===== src/pkg/edrc_consts.vh =====
`ifndef EDRC_CONSTS_VH
`define EDRC_CONSTS_VH

// Clock and tick
`define EDRC_CLK_KHZ       100000
`define EDRC_TICK_MS       50

// Indicator timing
`define EDRC_BLINK_HZ      2
`define EDRC_PRE_GY_MS     200
`define EDRC_PRE_G_MS      100
`define EDRC_PRE_OFF_MS    100

// Register byte offsets
`define EDRC_REG_STATUS    8'h00
`define EDRC_REG_T_REL     8'h04
`define EDRC_REG_T_MON     8'h08
`define EDRC_REG_T_PRE     8'h0c
`define EDRC_REG_IRQ_STAT  8'h10
`define EDRC_REG_IRQ_MASK  8'h14

// Reset values, times in ticks
`define EDRC_RST_T_REL     16'h0064
`define EDRC_RST_T_MON     16'h00c8
`define EDRC_RST_T_PRE     16'h00c8
`define EDRC_RST_IRQ_MASK  5'h00

// Status fields
`define EDRC_ST_STATE_LSB  0
`define EDRC_ST_DOOR_BIT   4
`define EDRC_ST_DNG_BIT    5
`define EDRC_ST_PROF_LSB   8

// Interrupt bits
`define EDRC_IRQ_ALARM     0
`define EDRC_IRQ_PRE       1
`define EDRC_IRQ_LOCKED    2
`define EDRC_IRQ_REFUSED   3
`define EDRC_IRQ_DANGER    4

// Profiles
`define EDRC_PROF_LINK     2'h0
`define EDRC_PROF_DRIVE    2'h1
`define EDRC_PROF_DOOR     2'h2
`define EDRC_PROF_ILOCK    2'h3

`endif


===== src/hdl/edrc_ctrl.v =====
// Notes on behaviour
// - Right key when locked: timed release, green 2 Hz
// - Unopened released door relocks on expiry
// - Opened door monitored; overrun starts pre-alarm
// - Door closed in monitoring: lock, red on
// - Pre-alarm: tone, green+yellow, green, dark
// - Pre-alarm expiry raises full alarm
// - Door closed in pre-alarm: lock
// - Perm end, timed release, still open: pre-alarm
// - Danger alarms served during any timing
// - Left key: permanent release, green steady
// - Lock only closed and alarm-free; red on
// - Own release blocks associated interlocked doors
// - Interlock: drive block output, honour block input
// - Central release overrides interlock, raises alarm
// - Interlock relays: interlocked, closed-locked inverse
// - Two switches choose the I/O profile
`include "edrc_consts.vh"

module edrc_ctrl #(
  parameter integer TICK_CYC = `EDRC_TICK_MS * `EDRC_CLK_KHZ
) (
  // Clock and reset
  input  wire       clk,
  input  wire       rstn,
  // Register port
  input  wire [7:0] addr,
  input  wire [31:0] wdata,
  input  wire       wr,
  input  wire       rd,
  output reg  [31:0] rdata,
  output reg        irq,
  // Key switch and door contact
  input  wire       key_right,
  input  wire       key_left,
  input  wire       door_closed,
  // Alarm and command inputs
  input  wire       emergency_button,
  input  wire       fire_alarm_input_inv,
  input  wire       intrusion_interlock_input,
  input  wire       lock_command_input,
  input  wire       unlock_command_input,
  input  wire       short_release_input,
  input  wire       central_release_input,
  // Profile select switches
  input  wire [1:0] profile_sel,
  // Lock and indicators
  output reg        lock_release,
  output reg  [3:0] led_green,
  output reg  [3:0] led_yellow,
  output reg  [3:0] led_red,
  output reg        buzzer,
  // Relays and interlock
  output reg        relay_out_one,
  output reg        relay_out_two,
  output reg        block_interlock_output
);

  localparam [2:0] S_LOCK = 3'h0;
  localparam [2:0] S_TREL = 3'h1;
  localparam [2:0] S_MON  = 3'h2;
  localparam [2:0] S_PRE  = 3'h3;
  localparam [2:0] S_ALM  = 3'h4;
  localparam [2:0] S_PERM = 3'h5;

  localparam integer BLINK_T = 1000 / (2 * `EDRC_BLINK_HZ) / `EDRC_TICK_MS;
  localparam integer PGY_T   = `EDRC_PRE_GY_MS / `EDRC_TICK_MS;
  localparam integer PG_T    = PGY_T + `EDRC_PRE_G_MS / `EDRC_TICK_MS;
  localparam integer PALL_T  = PG_T + `EDRC_PRE_OFF_MS / `EDRC_TICK_MS;

  function [3:0] all4;
    input on;
    begin
      all4 = {4{on}};
    end
  endfunction

  // Pin synchronisers
  localparam integer NIN = 12;
  wire [NIN-1:0] pin_raw = {profile_sel, central_release_input,
                            short_release_input, unlock_command_input,
                            lock_command_input, intrusion_interlock_input,
                            fire_alarm_input_inv, emergency_button,
                            door_closed, key_left, key_right};
  reg  [NIN-1:0] sync1_q;
  reg  [NIN-1:0] sync2_q;
  reg  [NIN-1:0] prev_q;
  // Fire input idles high; zero here would fake a danger alarm at reset
  localparam [NIN-1:0] PIN_IDLE = 12'h010;

  always @(posedge clk or negedge rstn) begin
    if (!rstn) begin
      sync1_q <= PIN_IDLE;
      sync2_q <= PIN_IDLE;
      prev_q  <= PIN_IDLE;
    end else begin
      sync1_q <= pin_raw;
      sync2_q <= sync1_q;
      prev_q  <= sync2_q;
    end
  end

  wire [NIN-1:0] rise = sync2_q & ~prev_q;
  wire       closed_s  = sync2_q[2];
  wire       emerg_s   = sync2_q[3];
  wire       fire_n_s  = sync2_q[4];
  wire       block_s   = sync2_q[5];
  wire       central_s = sync2_q[9];
  wire [1:0] prof_s    = sync2_q[11:10];

  wire tick;
  edrc_tick #(.DIV(TICK_CYC)) u_tick (
    .clk  (clk),
    .rstn (rstn),
    .tick (tick)
  );

  // Registers
  reg [15:0] t_rel_q;
  reg [15:0] t_mon_q;
  reg [15:0] t_pre_q;
  reg [4:0]  irq_stat_q;
  reg [4:0]  irq_mask_q;

  // Control state
  reg [2:0]  state_q;
  reg [2:0]  state_d;
  reg        from_perm_q;
  reg        from_perm_d;
  reg [15:0] tmr_q;
  reg [15:0] tmr_d;
  reg [3:0]  blink_cnt_q;
  reg        blink_q;
  reg [3:0]  phase_q;
  reg        danger_q;
  reg        refused;

  wire ilock   = (prof_s == `EDRC_PROF_ILOCK);
  wire central = ilock & central_s;
  wire danger  = emerg_s | ~fire_n_s | central;
  wire blocked = ilock & block_s & ~central;
  wire rel_req  = rise[0] | (~ilock & rise[8]);
  wire perm_req = rise[1] | (~ilock & rise[7]);
  wire lock_req = rise[0] | (~ilock & rise[6]);
  wire expire   = tick & (tmr_q == 16'h0);
  wire lock_ok  = closed_s & ~danger;

  always @* begin
    state_d     = state_q;
    from_perm_d = from_perm_q;
    refused     = 1'b0;
    case (state_q)
      S_LOCK: begin
        if ((perm_req | rel_req) & blocked) begin
          refused = 1'b1;
        end else if (perm_req) begin
          state_d = S_PERM;
        end else if (rel_req) begin
          state_d     = S_TREL;
          from_perm_d = 1'b0;
        end
      end
      S_TREL: begin
        if (~closed_s & ~from_perm_q) begin
          state_d = S_MON;
        end else if (expire) begin
          state_d = closed_s ? S_LOCK : S_PRE;
        end
      end
      S_MON: begin
        if (closed_s) begin
          state_d = S_LOCK;
        end else if (expire) begin
          state_d = S_PRE;
        end
      end
      S_PRE: begin
        if (closed_s) begin
          state_d = S_LOCK;
        end else if (expire) begin
          state_d = S_ALM;
        end
      end
      S_ALM: begin
        if (lock_req & lock_ok) begin
          state_d = S_LOCK;
        end else if (perm_req) begin
          state_d = S_PERM;
        end
      end
      S_PERM: begin
        if (lock_req) begin
          if (lock_ok) begin
            state_d = S_LOCK;
          end else begin
            state_d     = S_TREL;
            from_perm_d = 1'b1;
          end
        end
      end
      default: begin
        state_d = S_LOCK;
      end
    endcase
  end

  // Interval timer, reloaded on every state change
  always @* begin
    tmr_d = tmr_q;
    if (state_d != state_q) begin
      case (state_d)
        S_TREL:  tmr_d = t_rel_q;
        S_MON:   tmr_d = t_mon_q;
        S_PRE:   tmr_d = t_pre_q;
        default: tmr_d = 16'h0;
      endcase
    end else if (tick && tmr_q != 16'h0) begin
      tmr_d = tmr_q - 16'h1;
    end
  end

  always @(posedge clk or negedge rstn) begin
    if (!rstn) begin
      state_q     <= S_LOCK;
      from_perm_q <= 1'b0;
      tmr_q       <= 16'h0;
      danger_q    <= 1'b0;
    end else begin
      state_q     <= state_d;
      from_perm_q <= from_perm_d;
      tmr_q       <= tmr_d;
      danger_q    <= danger;
    end
  end

  // Blink and pre-alarm pattern phase
  always @(posedge clk or negedge rstn) begin
    if (!rstn) begin
      blink_cnt_q <= 4'h0;
      blink_q     <= 1'b0;
      phase_q     <= 4'h0;
    end else begin
      if (tick) begin
        if (blink_cnt_q == BLINK_T - 1) begin
          blink_cnt_q <= 4'h0;
          blink_q     <= ~blink_q;
        end else begin
          blink_cnt_q <= blink_cnt_q + 4'h1;
        end
      end
      // Restart at entry so the first burst is full length
      if (state_q != S_PRE) begin
        phase_q <= 4'h0;
      end else if (tick) begin
        if (phase_q == PALL_T - 1) begin
          phase_q <= 4'h0;
        end else begin
          phase_q <= phase_q + 4'h1;
        end
      end
    end
  end

  wire pre_gy = (phase_q < PGY_T);
  wire pre_g  = (phase_q < PG_T);

  // Indicator, lock and relay outputs
  reg       rel_d;
  reg [3:0] grn_d;
  reg [3:0] yel_d;
  reg [3:0] red_d;
  reg       buz_d;
  reg       k1_d;
  reg       k2_d;

  always @* begin
    rel_d = (state_q != S_LOCK) | danger;
    grn_d = 4'h0;
    yel_d = 4'h0;
    red_d = 4'h0;
    buz_d = 1'b0;
    case (state_q)
      S_LOCK: red_d = all4(1'b1);
      S_TREL: grn_d = all4(blink_q);
      S_MON:  grn_d = all4(blink_q);
      S_PRE: begin
        grn_d = all4(pre_g);
        yel_d = all4(pre_gy);
        buz_d = pre_gy;
      end
      S_ALM: begin
        yel_d = all4(1'b1);
        buz_d = 1'b1;
      end
      S_PERM: grn_d = all4(1'b1);
      default: grn_d = 4'h0;
    endcase
    if (danger) begin
      // Danger display wins over any timing pattern
      grn_d = all4(1'b1);
      yel_d = all4(blink_q);
      red_d = 4'h0;
      buz_d = 1'b1;
    end
    case (prof_s)
      `EDRC_PROF_DRIVE: begin
        k1_d = (state_q == S_PERM);
        k2_d = rel_d;
      end
      `EDRC_PROF_DOOR: begin
        k1_d = rel_d;
        k2_d = ~rel_d;
      end
      `EDRC_PROF_ILOCK: begin
        k1_d = blocked & ~rel_d;
        k2_d = ~(closed_s & ~rel_d);
      end
      default: begin
        k1_d = rel_d;
        k2_d = ~(danger | (state_q == S_ALM));
      end
    endcase
  end

  always @(posedge clk or negedge rstn) begin
    if (!rstn) begin
      lock_release           <= 1'b0;
      led_green              <= 4'h0;
      led_yellow             <= 4'h0;
      led_red                <= 4'h0;
      buzzer                 <= 1'b0;
      relay_out_one          <= 1'b0;
      relay_out_two          <= 1'b0;
      block_interlock_output <= 1'b0;
    end else begin
      lock_release           <= rel_d;
      led_green              <= grn_d;
      led_yellow             <= yel_d;
      led_red                <= red_d;
      buzzer                 <= buz_d;
      relay_out_one          <= k1_d;
      relay_out_two          <= k2_d;
      block_interlock_output <= ilock & rel_d;
    end
  end

  // Interrupt events
  wire [4:0] ev;
  assign ev[`EDRC_IRQ_ALARM]   = (state_d == S_ALM) & (state_q != S_ALM);
  assign ev[`EDRC_IRQ_PRE]     = (state_d == S_PRE) & (state_q != S_PRE);
  assign ev[`EDRC_IRQ_LOCKED]  = (state_d == S_LOCK) & (state_q != S_LOCK);
  assign ev[`EDRC_IRQ_REFUSED] = refused;
  assign ev[`EDRC_IRQ_DANGER]  = danger & ~danger_q;

  wire wr_stat = wr & (addr == `EDRC_REG_IRQ_STAT);
  wire [4:0] w1c = wr_stat ? wdata[4:0] : 5'h0;

  // Register writes; a new event wins over a clear
  always @(posedge clk or negedge rstn) begin
    if (!rstn) begin
      t_rel_q    <= `EDRC_RST_T_REL;
      t_mon_q    <= `EDRC_RST_T_MON;
      t_pre_q    <= `EDRC_RST_T_PRE;
      irq_mask_q <= `EDRC_RST_IRQ_MASK;
      irq_stat_q <= 5'h0;
      irq        <= 1'b0;
    end else begin
      if (wr) begin
        case (addr)
          `EDRC_REG_T_REL:    t_rel_q    <= wdata[15:0];
          `EDRC_REG_T_MON:    t_mon_q    <= wdata[15:0];
          `EDRC_REG_T_PRE:    t_pre_q    <= wdata[15:0];
          `EDRC_REG_IRQ_MASK: irq_mask_q <= wdata[4:0];
          default:            irq_mask_q <= irq_mask_q;
        endcase
      end
      irq_stat_q <= (irq_stat_q & ~w1c) | ev;
      irq        <= |(irq_stat_q & irq_mask_q);
    end
  end

  // Read data stand one cycle after the strobe, zero otherwise
  reg [31:0] rd_d;
  always @* begin
    rd_d = 32'h0;
    case (addr)
      `EDRC_REG_STATUS: begin
        rd_d[`EDRC_ST_STATE_LSB +: 3] = state_q;
        rd_d[`EDRC_ST_DOOR_BIT]       = closed_s;
        rd_d[`EDRC_ST_DNG_BIT]        = danger;
        rd_d[`EDRC_ST_PROF_LSB +: 2]  = prof_s;
      end
      `EDRC_REG_T_REL:    rd_d[15:0] = t_rel_q;
      `EDRC_REG_T_MON:    rd_d[15:0] = t_mon_q;
      `EDRC_REG_T_PRE:    rd_d[15:0] = t_pre_q;
      `EDRC_REG_IRQ_STAT: rd_d[4:0]  = irq_stat_q;
      `EDRC_REG_IRQ_MASK: rd_d[4:0]  = irq_mask_q;
      default:            rd_d       = 32'h0;
    endcase
  end

  always @(posedge clk or negedge rstn) begin
    if (!rstn) begin
      rdata <= 32'h0;
    end else begin
      rdata <= rd ? rd_d : 32'h0;
    end
  end

endmodule


===== src/hdl/edrc_tick.v =====
module edrc_tick #(
  parameter integer DIV = 5000000
) (
  // Clock and reset
  input  wire clk,
  input  wire rstn,
  // Slow enable
  output reg  tick
);

  reg [31:0] cnt_q;

  always @(posedge clk or negedge rstn) begin
    if (!rstn) begin
      cnt_q <= 32'h0;
      tick  <= 1'b0;
    end else if (cnt_q == DIV - 1) begin
      cnt_q <= 32'h0;
      tick  <= 1'b1;
    end else begin
      cnt_q <= cnt_q + 32'h1;
      tick  <= 1'b0;
    end
  end

endmodule


===== config.mk =====
export PLATFORM = sky130hd
export DESIGN_NAME = edrc_ctrl
export DESIGN_NICKNAME = d
export VERILOG_FILES = /design/src/hdl/edrc_ctrl.v /design/src/hdl/edrc_tick.v
export VERILOG_INCLUDE_DIRS = /design/src /design/src/pkg
export SDC_FILE = /design/constraint.sdc
export NUM_CORES = 1
export LEC_CHECK = 0
export ABC_AREA = 1
export CAP_MARGIN = 40
export CORE_MARGIN = 4
export CORE_UTILIZATION = 55
export CTS_BUF_LIST = sky130_fd_sc_hd__clkbuf_2
export DETAILED_ROUTE_END_ITERATION = 8
export DONT_BUFFER_PORTS = 1
export PLACE_DENSITY = 0.73
export SLEW_MARGIN = 30
export SYNTH_ARGS = -nofsm -noshare
export SYNTH_HDL_FRONTEND = slang
export SYNTH_SLANG_ARGS = --single-unit

===== constraint.sdc =====
create_clock -name clk -period 2.2 [get_ports clk]
set_input_delay 0.11 -clock clk [delete_from_list [all_inputs] [get_ports clk]]
set_output_delay 0.11 -clock clk [all_outputs]
set_load 0.01 [all_outputs]

After elaboration in Yosys (flattened, before gate mapping)
Index checks and enable logic that the tools add are counted.
- register bits after elaboration: 188
- memories kept: 0
- bits in writable memories: 0
- logic and storage cells: 174
- ROM bits: 0
- bits in latches: 0
- shifts and indexed selects: 0
- $lt $le $gt $ge: 2
- $mul: 0
- $add $sub $neg: 4
- bitwise operators: 44
- muxes and demuxes: 51
- eq/ne operators: 28
- div/mod/pow operators: 0
- reduce and logical (&&, ||, !) cells: 18
- operator list (cell ; count):
    $mux 16 ; 3
    $pmux 16 s3 ; 1
    $mux 3 ; 12
    $pmux 3 s6 ; 2
    $add 32x1->32 const B ; 1
    $eq 32x23->1 const B ; 1
    $mux 32 ; 1
    $mux 4 ; 8
    $and 1x1->1 ; 19
    $pmux 6 s3 ; 1
    $eq 8x4->1 const B ; 2
    $eq 8x5->1 const B ; 2
    $logic_not 16->1 ; 1
    $reduce_bool 16->1 ; 1
    $sub 16x1->16 const B ; 1
    $eq 3x2->1 const B ; 4
    $pmux 4 s3 ; 1
    $not 1->1 ; 11
    $and 5x5->5 ; 2
    $mux 1 ; 10
    $ne 2x2->1 const B ; 5
    $reduce_and 2->1 ; 5
    $and 9x9->9 ; 1
    $eq 3x3->1 const B ; 3
    other kinds (32) ; 49

Longest topological paths before layout
- depth after elaboration: 11
- mapped depth: 17
- gate-level depth less buffers: 15

By module
Synthesis repeated with hierarchy kept, for this count alone.
- cell total of the unflattened synthesis: 1098
- area total of the unflattened synthesis: 8831.0 um^2
- modules (own cells, without submodules) (module ; cells each ; area an instance (um^2) ; sequential area each (um^2) ; instances):
    edrc_ctrl ; 796 ; 6784.0 ; 3567.2 ; 1
    edrc_tick ; 302 ; 2047.0 ; 825.8 ; 1

Least setup slack after synthesis
Ideal clock, no wire load.
- kind: register to register
- start point: register tmr_q[0]
- end point: register tmr_q[6]
- slack: 0.126 ns
- arrival: 1.950 ns
- cell stages (with the launch flop): 15
- buffers on the path: 1
- period minus slack after synthesis: 2.074 ns
- library setup time: 0.124 ns
- cell sequence: dfrtp_1 > inv_1 > ha_1 > nand2_1 > nor2_2 > nand3_2 > nand2_1 > nand2_2 > nor2_8 > nand3_1 > nand2_4 > nand3_4 > buf_4 > nor2_1 > a21oi_1
- word-level cells in the longest chain between the ends: 8
- elaborated cells between the ends (all ways): 20
- ends and longest elaborated chain (item ; line ; source):
    start: declaration ; edrc_ctrl.v:130 ; reg [15:0] tmr_q;
    start signal: assignment ; edrc_ctrl.v:231 ; tmr_q <= tmr_d;
    $logic_not 16->1 ; edrc_ctrl.v:145 ; wire expire = tick & (tmr_q == 16'h0);
    $and 1x1->1 ; edrc_ctrl.v:145 ;
    $mux 3 (on tied branches) ; edrc_ctrl.v:180, edrc_ctrl.v:166, edrc_ctrl.v:173 ;
    $mux 3 (on tied branches) ; edrc_ctrl.v:178, edrc_ctrl.v:164, edrc_ctrl.v:171 ;
    $pmux 3 s6 ; edrc_ctrl.v:152 ; case (state_q)
    $eq 3x2->1 / $eq 3x1->1 (equally long branches) ; edrc_ctrl.v:211 ; case (state_d)
    $pmux 16 s3 ; edrc_ctrl.v:211 ;
    $mux 16 ; edrc_ctrl.v:210 ; if (state_d != state_q) begin
Several ways; a longest one is shown, not always the timed one. The select of a mux whose other input is x is not followed.
A chain may end at the register's enable or synchronous reset.

Worst setup path after layout
- start point: register tmr_q[0]
- end point: register tmr_q[12]
Same word-level chain as after synthesis.

==> impl_metrics.toml <==
[floorplanning]
io_pins = 106
start_util = 0.5575
rows = 46
dieWidth_um = 134.7
dieArea_um2 = 18130
core_um2 = 15830
die_h_um = 134.7

[clock_tree]
worstSkewPairLatency_ps = 820
htreeDepth = 4
cts_buffer_depth = 2
clock-root-buffer = "clkbuf_2"
clk_pin_slew_worst_paths_ps = 310
cts_inserted_buffers = 17
cts.sinks = 175
cts_tree = "built"

[worst_setup_path]
crit_fanout = 8
cp_data_arrival_time_ps = 3020
cp-end-kind = "register"
worst-setup-path-type = "register to register"
critPathSlowestCell = "dfrtp_1"
reg2regPathDepth = 15
critical_path.most_common_cell = "nand2_2"
crit_required_ps = 2950
startpoint_type = "register"
crit_chain = "inv_2 > ha_4 > nand2_2 > nor2_4 > nand3_4 > a21boi_2 > nand2_2 > nand2_4 > nand2_4 > nor2_4 > clkbuf_16 > nand2_2 > nand2_2 > nand2_1 > a21oi_2"
slowest_delay_ps = 460

[power]
seqPwrFrac = 0.364
clkPwrFrac = 0.172
switching_share = 0.4151
p_switching_mw = 4.279
power.total_mw = 10.31
p_leak_nw = 5.263
p_comb_frac = 0.464
internal_power_mw = 6.030
p_per_area_nw_per_um2 = 934.1
max-vdd-ir-drop_mv = 0.6229

[synth]
syn_avg_cell_area_um2 = 8.301
synth_cell_types = 48
syn-cell-area_um2 = 8823
yosys_warnings = 0
ys_async_sr_fraction = 1.000
synthFlopType = "dfrtp_1"
ys_seq_elements = 175
synth-edff-count = 0
ys_seq_area_frac = 0.4979
netlist_instances = 1063

[route]
drtIter0Drc = 831
drt_wl_total_um = 23410
ant_nets = 0
firstDrtPassIters = 7
remaining_drc_errors = 0
vias = 7919
routed_via_density = 5.538
wl_per_cell_um = 16.37

[timing]
slew_headroom = 0.6280
rsz0062_at_grt = "yes"
fin_worst_skew_ps = 49.00
holdWs_ps = -1073
finalCritPeriodShare = 1.032
final-max-slew-violation-count = 0
setup_slack_ps = -70.24
hold_violations = 175
max_freq_ghz = 0.4405
fin_setup_tns_ps = -459.7
min_period_ps = 2270
setup_viol = 15
max_slew.worst_pin.slew_ps = 555.9

[hold_path]
hp-class = "input pin to asynchronous set/reset pin"

[layout]
area_growth_pct = 25.07
finalNetCount = 1260
finish.utilization = 0.6972
final_cell_area_um2 = 11040
drive_gt1_frac = 0.1924

[global_routing]
antenna_found_initial = 1
first_global_vias = 7073
grt_max_degree = 176
grt_pass1_wl_um = 34450
track_usage = 0.2375
gr-total-overflow = 0

[placement]
placed_area_um2 = 9230
port_buffers = 0
gp_congestion = 0.8996
place_hpwl_um = 14080

[status]
outcome = "finished with violations"
failed_checks = "hold timing, setup timing"

[run]
drv_cap = 0
==> final timing paths <==
kind / slack [ps] / from / to
max reg2reg: -70 / tmr_q[0] / tmr_q[12]
min in group clk: 70 / wdata[8] / t_rel_q[8]
max: -70 / tmr_q[0] / tmr_q[12]
min: -1070 / rstn / t_rel_q[1]
max in group asynchronous: 3020 / rstn / t_rel_q[2]
min reg2reg: 380 / sync1_q[4] / sync2_q[4]
==> placed cells by master, fill, tap and decap left out, types with 17 or more instances in the layout <==
cell and n:
nand4_1 39, nand2_1 228, inv_1 126, xor2_1 27, dfrtp_1 161, clkbuf_2 17, nor2_1 62, o21ai_0 79
nand2_2 30, dlygate4sd3_1 81, nand3_1 47, buf_4 51, nor2_2 17, nor3_1 23
==> stage by stage <==
step           worst slack, ps  hold slack, ps  cells
2_1_floorplan            125.6          -185.6   1078
3_3_place_gp             27.10          -178.0   1289
3_5_place_dp            -29.38          -177.9   1289
4_1_cts                  2.579           -1113   1400
5_1_grt                 -150.5           -1168   1430
6_report                -70.24           -1073   1430
==> routing by layer <==
metal / global-route usage / part of all wire / vias to the layer above
li1: - / - / 3703
met1: 0.3266 / 0.41 / 3762
met2: 0.3724 / 0.49 / 371
met3: 0.06185 / 0.073 / 83
met4: 0.07410 / 0.028 / 0
met5: 0 / 0 / -
==> final cells by class <==
type	count	area (µm²)
fill	1159	4792
sequential	175	4397
multi-input combinational	712	3991
timing repair buffer	153	1568
inverter	139	525.5
tap	216	270.3
clock inverter	15	191.4
clock buffer	17	85.08
antenna	3	7.507
==> registers in the layout (all words and copies together), names as in the netlist, 4 cells and up <==
signal,flops
irq_mask_q,5
rdata,16
blink_cnt_q,4
t_rel_q,16
sync1_q,12
irq_stat_q,5
t_pre_q,16
prev_q,5
tmr_q,16
u_tick.cnt_q,32
t_mon_q,16
phase_q,4
sync2_q,12
==> power groups by stage <==
| stage | registers (mW) | logic (mW) | clock network [mW] |
|---|---|---|---|
| after global placement | 3.75 | 3.13 | 0 |
| after detailed placement | 3.75 | 3.19 | 0 |
| after global routing | 3.79 | 5.08 | 1.94 |
| after floorplan | 3.71 | 2.35 | 0 |
| after CTS | 3.71 | 3.35 | 1.81 |
| final | 3.75 | 4.78 | 1.77 |
==> cell families (layout without fill, tap and decap cells) <==
group	Yosys count	in the layout	synth area share
buf+inv	192	324	0.09813
flops	175	175	0.4979
compound gates	150	150	0.09912
simple gates	503	504	0.2602
fa+ha+maj	6	6	0.008508
xor+xnor	36	36	0.03574
other cells	1	19	0.0004250
==> worst max-delay path, delay by kind of cell, from the launching register on <==
kind / cells / cell delay [ps]
adders and majority gates: 1 / 140
AOI/OAI and AO/OA: 2 / 290
buffers and inverters: 2 / 310
and+or+nand+nor: 10 / 1010
DFF: 1 / 460
==> cells in the mapped netlist, types with 6 or more instances <==
cell type	instances	area, µm²
ha_1	6	75.07
nand4_1	39	244.0
dfrtp_1	164	4104
o21ai_0	81	405.4
nor4_1	9	56.30
nand3_1	55	275.3
inv_1	131	491.7
nand2_1	263	987.2
buf_4	29	217.7
o211ai_1	16	120.1
a31oi_1	7	43.79
xor2_1	27	236.5
a21oi_1	24	120.1
dfstp_2	11	289.0
nor2_1	78	292.8
nor3_1	25	125.1
clkbuf_1	15	56.30
a221oi_1	6	52.55
xnor2_1	9	78.83
==> timing repair <==
item	in CTS	in global routing
setup endpoints to repair	14	33
buffers inserted	2	15
endpoints found under the hold margin	261	183
pin swaps	3	36
resized for setup	6	109
gates cloned	0	8
hold buffers	77	4
(Power assumes the default switching activity.)
